### config.mk
export PLATFORM = sky130hd
export DESIGN_NAME = nfc_frame_fifo_water_level
export DESIGN_NICKNAME = d
export VERILOG_FILES = /design/src/hdl/fifo_wl_pkg.sv /design/src/hdl/sticky_flag.sv /design/src/hdl/nfc_frame_fifo_water_level.sv
export SDC_FILE = /design/constraint.sdc
export NUM_CORES = 2
export LEC_CHECK = 0
export ABC_AREA = 0
export BUFFER_PORTS_ARGS = -buffer_cell sky130_fd_sc_hd__buf_2
export CORE_UTILIZATION = 50
export CTS_CLUSTER_DIAMETER = 60
export CTS_CLUSTER_SIZE = 12
export DETAILED_ROUTE_END_ITERATION = 16
export PLACE_DENSITY = 0.64
export SLEW_MARGIN = 20
export SYNTH_ARGS = -nofsm -noshare
export SYNTH_HDL_FRONTEND = slang
export SYNTH_SLANG_ARGS = --single-unit
### constraint.sdc
create_clock -name CLK_SYS -period 5.04 [get_ports CLK_SYS]
set_clock_uncertainty 0.2 [all_clocks]
set_input_delay 0.756 -clock CLK_SYS [delete_from_list [all_inputs] [get_ports CLK_SYS]]
set_output_delay 0.756 -clock CLK_SYS [all_outputs]
set_load 0.01 [all_outputs]
### src/hdl/fifo_wl_pkg.sv
/*
  Constants, register map and types for the frame FIFO with water-level interrupts.
  Assumes an 8-bit register port and a single system clock.
*/
package fifo_wl_pkg;
    localparam int          DEPTH       = 96;
    localparam int          PTR_W       = 7;
    localparam int          DATA_W      = 8;
    localparam int          ADDR_W      = 4;
    // register offsets
    localparam logic [3:0]  A_CFG       = 4'h0;
    localparam logic [3:0]  A_TXLEN     = 4'h1;
    localparam logic [3:0]  A_FIFO      = 4'h2;
    localparam logic [3:0]  A_STAT1     = 4'h3;
    localparam logic [3:0]  A_STAT2     = 4'h4;
    localparam logic [3:0]  A_IRQ       = 4'h5;
    localparam logic [3:0]  A_MASK      = 4'h6;
    localparam logic [3:0]  A_CMD       = 4'h7;
    // configuration fields
    localparam int          CFG_RXWL    = 0;
    localparam int          CFG_TXWL    = 1;
    localparam int          CFG_EN      = 2;
    localparam int          CFG_TXON    = 3;
    localparam logic [3:0]  CFG_RST     = 4'h0;
    // interrupt and status flag positions
    localparam int          NFLAG       = 5;
    localparam int          F_WL        = 0;
    localparam int          F_IOVF      = 1;
    localparam int          F_IUNF      = 2;
    localparam int          F_SOVF      = 3;
    localparam int          F_SUNF      = 4;
    localparam int          NIRQ        = 3;
    localparam logic [2:0]  MASK_RST    = 3'h0;
    // water levels
    localparam logic [6:0]  RX_WL0      = 7'h40;
    localparam logic [6:0]  RX_WL1      = 7'h50;
    localparam logic [6:0]  TX_WL0      = 7'h20;
    localparam logic [6:0]  TX_WL1      = 7'h10;
    localparam logic [6:0]  TX_LOW      = 7'h04;
    localparam logic [6:0]  FULL        = 7'h60;
    localparam logic [6:0]  LAST        = 7'h5F;
    // command codes
    localparam logic [7:0]  CMD_CLR_A   = 8'hC2;
    localparam logic [7:0]  CMD_CLR_B   = 8'hC3;
    localparam logic [7:0]  CMD_TX_CRC  = 8'hC4;
    localparam logic [7:0]  CMD_TX_RAW  = 8'hC5;

    typedef enum logic [0:0] {XF_IDLE, XF_TX} xfer_t;
endpackage

### src/hdl/sticky_flag.sv
/*
  One sticky flag: set by an event, cleared on request, set wins over clear.
  Assumes set and clr are synchronous to clk.
*/
`timescale 1ns/1ps
module sticky_flag (
    input  wire logic clk,
    input  wire logic rst_n,
    input  wire logic ce,
    input  wire logic set,
    input  wire logic clr,
    output logic      q
);
    typedef struct packed {
        logic flag;
    } flag_t;

    flag_t s_r;
    flag_t s_nxt;

    always_comb
    begin
        s_nxt = s_r;
        if (set)
            s_nxt.flag = 1'b1;
        else if (clr)
            s_nxt.flag = 1'b0;
    end

    always_ff @(posedge clk or negedge rst_n)
    begin
        if (!rst_n)
            s_r <= '0;
        else if (ce)
            s_r <= s_nxt;
    end

    assign q = s_r.flag;
endmodule

### src/hdl/nfc_frame_fifo_water_level.sv
/*
  96-byte frame FIFO between host register port, transmit framer and receiver,
  with water-level, overflow and underflow interrupts and the clear/transmit commands.
  Assumes all inputs synchronous to CLK_SYS; the framer pulls bytes with TX_PULL,
  the receiver pushes bytes with RX_STB.
*/
`timescale 1ns/1ps
module nfc_frame_fifo_water_level
    import fifo_wl_pkg::*;
(
    input  wire logic                          CLK_SYS,
    input  wire logic                          RST_N,
    input  wire logic                          CE,
    input  wire logic [fifo_wl_pkg::ADDR_W-1:0] ADDR,
    input  wire logic [fifo_wl_pkg::DATA_W-1:0] WDATA,
    input  wire logic                          WR,
    input  wire logic                          RD,
    output logic      [fifo_wl_pkg::DATA_W-1:0] RDATA,
    input  wire logic                          SPI_FIFO_MODE,
    input  wire logic                          SS_N,
    input  wire logic                          TX_PULL,
    output logic      [fifo_wl_pkg::DATA_W-1:0] TX_DATA,
    output logic                               TX_STB,
    output logic                               TX_CRC,
    output logic                               TX_BUSY,
    input  wire logic [fifo_wl_pkg::DATA_W-1:0] RX_DATA,
    input  wire logic                          RX_STB,
    output logic                               IRQ
);
    import fifo_wl_pkg::*;

    typedef struct packed {
        logic [DEPTH-1:0][DATA_W-1:0] mem;
        logic [PTR_W-1:0]             wr_ptr;
        logic [PTR_W-1:0]             rd_ptr;
        logic [PTR_W-1:0]             count;
        logic [3:0]                   cfg;
        logic [DATA_W-1:0]            tx_len;
        logic [DATA_W-1:0]            loaded;
        logic [DATA_W-1:0]            sent;
        xfer_t                        xfer;
        logic                         tx_crc;
        logic                         tx_stb;
        logic [DATA_W-1:0]            tx_data;
        logic                         mode;
        logic                         wl_pend;
        logic [NIRQ-1:0]              mask;
        logic [DATA_W-1:0]            rdata;
        logic                         irq;
    } state_t;

    state_t             s_r;
    state_t             s_nxt;
    logic [NFLAG-1:0]   flag_set;
    logic [NFLAG-1:0]   flag_clr;
    logic [NFLAG-1:0]   flags;

    // sticky interrupt and status flags
    genvar gi;
    generate
        for (gi = 0; gi < NFLAG; gi++)
        begin : g_flag
            sticky_flag u_flag (
                .clk   (CLK_SYS),
                .rst_n (RST_N),
                .ce    (CE),
                .set   (flag_set[gi]),
                .clr   (flag_clr[gi]),
                .q     (flags[gi])
            );
        end
    endgenerate

    function automatic logic [PTR_W-1:0] ptr_inc(input logic [PTR_W-1:0] p);
        ptr_inc = (p == LAST) ? '0 : p + 7'h01;
    endfunction

    logic               host_wr;
    logic               host_rd;
    logic               rx_push;
    logic               push_req;
    logic               pop_req;
    logic               push;
    logic               pop;
    logic               tx_pop;
    logic               do_clear;
    logic               do_tx;
    logic [6:0]         rx_wl;
    logic [6:0]         tx_wl;
    logic               frame_short;
    logic               wl_evt;
    logic [DATA_W-1:0]  push_data;

    always_comb
    begin
        s_nxt    = s_r;
        flag_set = '0;
        flag_clr = '0;
        host_wr  = WR && (ADDR == A_FIFO);
        host_rd  = RD && (ADDR == A_FIFO);
        rx_push  = RX_STB && (s_r.xfer == XF_IDLE);
        tx_pop   = TX_PULL && (s_r.xfer == XF_TX);
        // one push and one pop per cycle; receiver and framer take precedence
        push_req = host_wr || rx_push;
        pop_req  = host_rd || tx_pop;
        push_data = rx_push ? RX_DATA : WDATA;
        push     = push_req && (s_r.count != FULL);
        pop      = pop_req && (s_r.count != 7'h00);
        rx_wl    = s_r.cfg[CFG_RXWL] ? RX_WL1 : RX_WL0;
        tx_wl    = s_r.cfg[CFG_TXWL] ? TX_WL1 : TX_WL0;
        frame_short = s_r.loaded < s_r.tx_len;

        do_clear = WR && (ADDR == A_CMD) && s_r.cfg[CFG_EN]
                   && (WDATA == CMD_CLR_A || WDATA == CMD_CLR_B);
        do_tx    = WR && (ADDR == A_CMD) && s_r.cfg[CFG_EN] && s_r.cfg[CFG_TXON]
                   && (WDATA == CMD_TX_CRC || WDATA == CMD_TX_RAW);

        // storage and occupancy
        if (push)
        begin
            s_nxt.mem[s_r.wr_ptr] = push_data;
            s_nxt.wr_ptr = ptr_inc(s_r.wr_ptr);
        end
        if (pop)
            s_nxt.rd_ptr = ptr_inc(s_r.rd_ptr);
        if (push && !pop)
            s_nxt.count = s_r.count + 7'h01;
        else if (pop && !push)
            s_nxt.count = s_r.count - 7'h01;
        if (host_wr && push)
            s_nxt.loaded = s_r.loaded + 8'h01;

        // overflow and underflow
        if (push_req && !push)
        begin
            flag_set[F_IOVF] = 1'b1;
            flag_set[F_SOVF] = 1'b1;
        end
        if (pop_req && !pop)
        begin
            flag_set[F_IUNF] = 1'b1;
            flag_set[F_SUNF] = 1'b1;
        end

        // transmit path to the framer
        s_nxt.tx_stb = 1'b0;
        if (tx_pop)
        begin
            s_nxt.tx_stb  = 1'b1;
            s_nxt.tx_data = s_r.mem[s_r.rd_ptr];
            s_nxt.sent    = s_r.sent + 8'h01;
            if (s_r.sent + 8'h01 >= s_r.tx_len)
                s_nxt.xfer = XF_IDLE;
        end

        // water-level crossings
        wl_evt = 1'b0;
        if (s_r.xfer == XF_TX && pop && !push && frame_short)
        begin
            if (s_r.count == tx_wl + 7'h01)
                wl_evt = 1'b1;
            if (s_r.loaded < {1'b0, tx_wl} && s_r.count == TX_LOW)
                wl_evt = 1'b1;
        end
        if (s_r.xfer == XF_IDLE && rx_push && push && !pop
            && s_r.count == rx_wl - 7'h01)
            wl_evt = 1'b1;

        // serial FIFO mode holds back water-level interrupts until select rises
        if (SS_N)
            s_nxt.mode = 1'b0;
        else if (SPI_FIFO_MODE)
            s_nxt.mode = 1'b1;
        if (s_r.mode)
            s_nxt.wl_pend = s_r.wl_pend || wl_evt;
        else
        begin
            flag_set[F_WL] = wl_evt || s_r.wl_pend;
            s_nxt.wl_pend = 1'b0;
        end

        // commands
        if (do_clear)
        begin
            s_nxt.wr_ptr  = '0;
            s_nxt.rd_ptr  = '0;
            s_nxt.count   = '0;
            s_nxt.loaded  = '0;
            s_nxt.sent    = '0;
            s_nxt.xfer    = XF_IDLE;
            s_nxt.tx_stb  = 1'b0;
            s_nxt.wl_pend = 1'b0;
            flag_clr[F_SOVF] = 1'b1;
            flag_clr[F_SUNF] = 1'b1;
        end
        else if (do_tx)
        begin
            s_nxt.xfer   = XF_TX;
            s_nxt.tx_crc = (WDATA == CMD_TX_CRC);
            s_nxt.sent   = '0;
        end

        // register writes
        if (WR)
        begin
            case (ADDR)
                A_CFG:   s_nxt.cfg = WDATA[3:0];
                A_TXLEN: s_nxt.tx_len = WDATA;
                A_MASK:  s_nxt.mask = WDATA[NIRQ-1:0];
                A_IRQ:   flag_clr[NIRQ-1:0] = WDATA[NIRQ-1:0];
                default: ;
            endcase
        end

        // register reads, data valid one cycle later
        s_nxt.rdata = '0;
        if (RD)
        begin
            case (ADDR)
                A_CFG:   s_nxt.rdata = {4'h0, s_r.cfg};
                A_TXLEN: s_nxt.rdata = s_r.tx_len;
                A_FIFO:  s_nxt.rdata = s_r.mem[s_r.rd_ptr];
                A_STAT1: s_nxt.rdata = {1'b0, s_r.count};
                A_STAT2: s_nxt.rdata = {6'h00, flags[F_SUNF], flags[F_SOVF]};
                A_IRQ:
                begin
                    s_nxt.rdata = {5'h00, flags[NIRQ-1:0]};
                    flag_clr[NIRQ-1:0] = '1;
                end
                A_MASK:  s_nxt.rdata = {5'h00, s_r.mask};
                A_CMD:   s_nxt.rdata = {7'h00, s_r.xfer == XF_TX};
                default: s_nxt.rdata = '0;
            endcase
        end

        // level interrupt from unmasked recorded sources
        s_nxt.irq = |(flags[NIRQ-1:0] & ~s_r.mask);
    end

    always_ff @(posedge CLK_SYS or negedge RST_N)
    begin
        if (!RST_N)
        begin
            s_r      <= '0;
            s_r.cfg  <= CFG_RST;
            s_r.mask <= MASK_RST;
            s_r.xfer <= XF_IDLE;
        end
        else if (CE)
            s_r <= s_nxt;
    end

    assign RDATA   = s_r.rdata;
    assign TX_DATA = s_r.tx_data;
    assign TX_STB  = s_r.tx_stb;
    assign TX_CRC  = s_r.tx_crc;
    assign TX_BUSY = (s_r.xfer == XF_TX);
    assign IRQ     = s_r.irq;
endmodule

==> summary.md <==
| Metric | Value |
|---|---|
| Top achievable clock speed | between 200 and 300 MHz |
| Time the worst path needs with I/O delays and setup | 3860 ps |
| Count of pins on the block boundary | slightly below 50 |
| Die area | roughly 79000 µm² |
| Count of pins over their slew limit | 0 |
| CTS tree | yes |
| Final cycle utilization of the critical path | 0.765 |
| Share of Yosys cell area claimed by the top area cell type | 0.544 |
| PnR Total Power | about 18 mW |
| Num CTS Buffers | 86 |
| Run status | complete, no violations |
| Total grt overflow | 0 |
| Top cells by count, synth | sky130_fd_sc_hd__dfrtp_1 (847), sky130_fd_sc_hd__nand2_1 (518), sky130_fd_sc_hd__nor2_1 (430) |
| Slew at the pin with the worst max-slew slack | 1140 ps |
| Setup repair after global routing missed its margin | no |
| Layout Area Growth over Synthesis | 8.93% |
| Hold Fails Final Rpt | 0 |
| Worst slew margin relative to its limit | 0.222 |
| Clock sinks | approximately 850 |
| H-tree Lvls | 3 |
| Die boundary width | approximately 280 µm |
| Count leader, synth | sky130_fd_sc_hd__dfrtp_1 |
| Number of max-cap violations | 0 |
| Initial core utilization | 0.504 |
| Count of placed standard cells including taps | around 4500 |
| Core area | between 70000 and 80000 µm² |
| Final Setup Violations | 0 |
| Final Net Count | ~3600 |
| Via density per instance | between 5 and 6 |
| Data required, critical path | 5390 ps |
| Syn_nets | 3686 |
| Least setup slack across all paths after layout | between 1000 and 1500 ps |
| Final sum of negative setup slack | 0 ps |
| Ys flop type | sky130_fd_sc_hd__dfrtp_1 |
| Number of distinct library cells after synthesis | 73 |
| Post-synth design cell area | slightly below 40000 µm² |
| Post-layout instance count excluding filler cells | approximately 4600 |
| Category of the worst setup path capture point | register |
| Avg Synthesized Cell Area | between 10 and 15 µm² |
| Fraction of layout cells with a size suffix above 1 | 0.145 |
| Type of the most critical hold path | in2reg |
| Portion of the post-synthesis area used by sequential elements | 0.544 |
| Number of design rule violations left after detail routing | 0 |
| Post-detailed-route wirelength per cell | around 22 µm |
| Clock latency reported for the late side of the worst-skew pair | roughly 650 ps |
| Max Buffers Root-to-Sink | 3 |
| Critical Path Start Type | register |
| Diode insertion count for antenna repair | 0 |
| Final Wtd Congestion | about 0.89 |
| Async SR Flop Fraction | 1.00 |
| Vertical extent of the die | 281 µm |
| Clock slew at the register clock pins of the worst setup and hold paths | approximately 60 ps |
| Total detailed-routing wirelength | approximately 100000 µm |
| Root cell of the clock tree | sky130_fd_sc_hd__clkbuf_16 |
| Row Count | between 100 and 150 |
| Worst slack after detailed placement | ~800 ps |
| Number of vias in the routed layout | ~27000 |
| Crit path arrival time | between 4000 and 5000 ps |
| Number of routed nets with antenna violations | 0 |
| Global Route Usage Sum | 0.269 |
| Number of global-route vias before repair | approximately 27000 |
| Worst Hold Margin | around 78 ps |
| Starting DRC count in detailed routing | roughly 2700 |
| Count of yosys warnings during synthesis | 0 |
| Fillcell total | between 6000 and 7000 |
| Detailed placer's ending HPWL | a little under 70000 µm |
| Antenna violations before repair | 0 |
| Final core area utilization | 0.549 |
| Synth area leader | sky130_fd_sc_hd__dfrtp_1 |
| Area of all placed cells without fillers | around 42000 µm² |
| #FFs+latches synth | 847 |
| Maximum number of pins on one net before global-route repair | around 180 |
| Static leakage | 19.2 nW |
| Wire length of the first global-routing pass | between 150000 and 200000 µm |
| Type of the worst setup path | reg2reg |
| Largest vdd supply drop | between 300 and 400 µV |
| Power per cell area | approximately 420 nW/µm² |
| Cells after Synth | 3630 |
| Number of enable flip-flop cells after synthesis | 0 |
| Highest fanout seen on the critical path | 22 |
| Leading post-synthesis cells by cell area | sky130_fd_sc_hd__dfrtp_1 (54%), sky130_fd_sc_hd__mux4_2 (10%), sky130_fd_sc_hd__a21oi_1 (5.2%) |
| Pre-antenna DRT Iters | 5 |
| Count of buffers inserted at the top-level ports | 48 |
| Cell area reported after detailed placement | around 40000 µm² |
-- timing repair --
item | 4_1_cts | 5_1_grt
hold buffers | 1 | 0
resized for setup | 0 | 0
endpoints found under the hold margin | 36 | 0
buffers inserted | 0 | 0
-- layer usage --
layer | up-vias | global-route usage | wire (µm)
met3 | 153 | 0.0349 | 6660
met1 | 13800 | 0.404 | 47000
met2 | 911 | 0.414 | 47200
li1 | 12600 | - | -
met4 | 0 | 0.0720 | 2410
met5 | - | 0 | 0
-- final timing paths --
check | start | to | slack, ps | cells after the start
max | s_r[62] | TX_DATA[6] | 1180 | 7
min | SS_N | s_r[13] | 80 | 2
max reg2reg | s_r[62] | TX_DATA[6] | 1180 | 7
min reg2reg | s_r[241] | s_r[241] | 270 | 2
max in group asynchronous | RST_N | s_r[87] | 2860 | 3
min in group asynchronous | RST_N | s_r[336] | 430 | 2
-- where the power goes --
| part | switching (mW) | internal (mW) |
|---|---|---|
| combinational | 2.24 | 1.53 |
| sequential | 0.614 | 7.25 |
| clock | 2.63 | 3.40 |
-- layout make-up --
cell class | count | area, µm² | share of cell area
clock buffers | 98 | 2320 | 0.0546
clock inverters | 16 | 203 | 0.00477
inverters | 18 | 67.6 | 0.00159
multi-input cells | 2471 | 16400 | 0.385
flip-flops and latches | 847 | 21200 | 0.499
well taps | 1040 | 1300 | 0.0306
repair buffers | 121 | 1010 | 0.0239
-- worst max-delay path, stage by stage (launching register included) --
cell                       delay [ps]
sky130_fd_sc_hd__dfrtp_1          650
sky130_fd_sc_hd__buf_4            420
sky130_fd_sc_hd__nor2b_2          890
sky130_fd_sc_hd__a22o_1           270
sky130_fd_sc_hd__a211oi_1          80
sky130_fd_sc_hd__a211oi_1         900
sky130_fd_sc_hd__a21oi_1          160
sky130_fd_sc_hd__o21ai_0          170
-- state kept, by name (all words and copies together) (netlist names) --
signal,cells
s_r,822
g_flag.u_flag.q,5
RDATA,8
TX_STB,1
TX_CRC,1
TX_DATA,8
TX_BUSY,1
IRQ,1
-- kinds of logic (layout without fill, tap and decap cells) --
kind of cell / Yosys count / after routing / synth area share
XOR/XNOR: 21 / 21 / 0.00472
multiplexers: 249 / 249 / 0.121
AND/OR/NAND/NOR: 1166 / 1166 / 0.140
buffers and inverters: 312 / 253 / 0.0400
flip-flops: 847 / 847 / 0.544
AO/OA/AOI/OAI: 1008 / 1008 / 0.141
adder cells (fa/ha/maj): 27 / 27 / 0.00886
-- cell usage in the layout (no fill, tap or decap), drive strengths merged, types with 24 or more instances in the layout --
| master | count |
|---|---|
| a22o | 25 |
| mux4 | 177 |
| mux2i | 57 |
| nor2b | 26 |
| a21oi | 404 |
| nor3 | 24 |
| buf | 120 |
| nand2 | 531 |
| ha | 26 |
| a22oi | 40 |
| clkbuf | 98 |
| o21ai | 447 |
| dfrtp | 847 |
| nand3 | 40 |
| nor2 | 462 |
No activity file was read; power rests on OpenSTA's default activity.
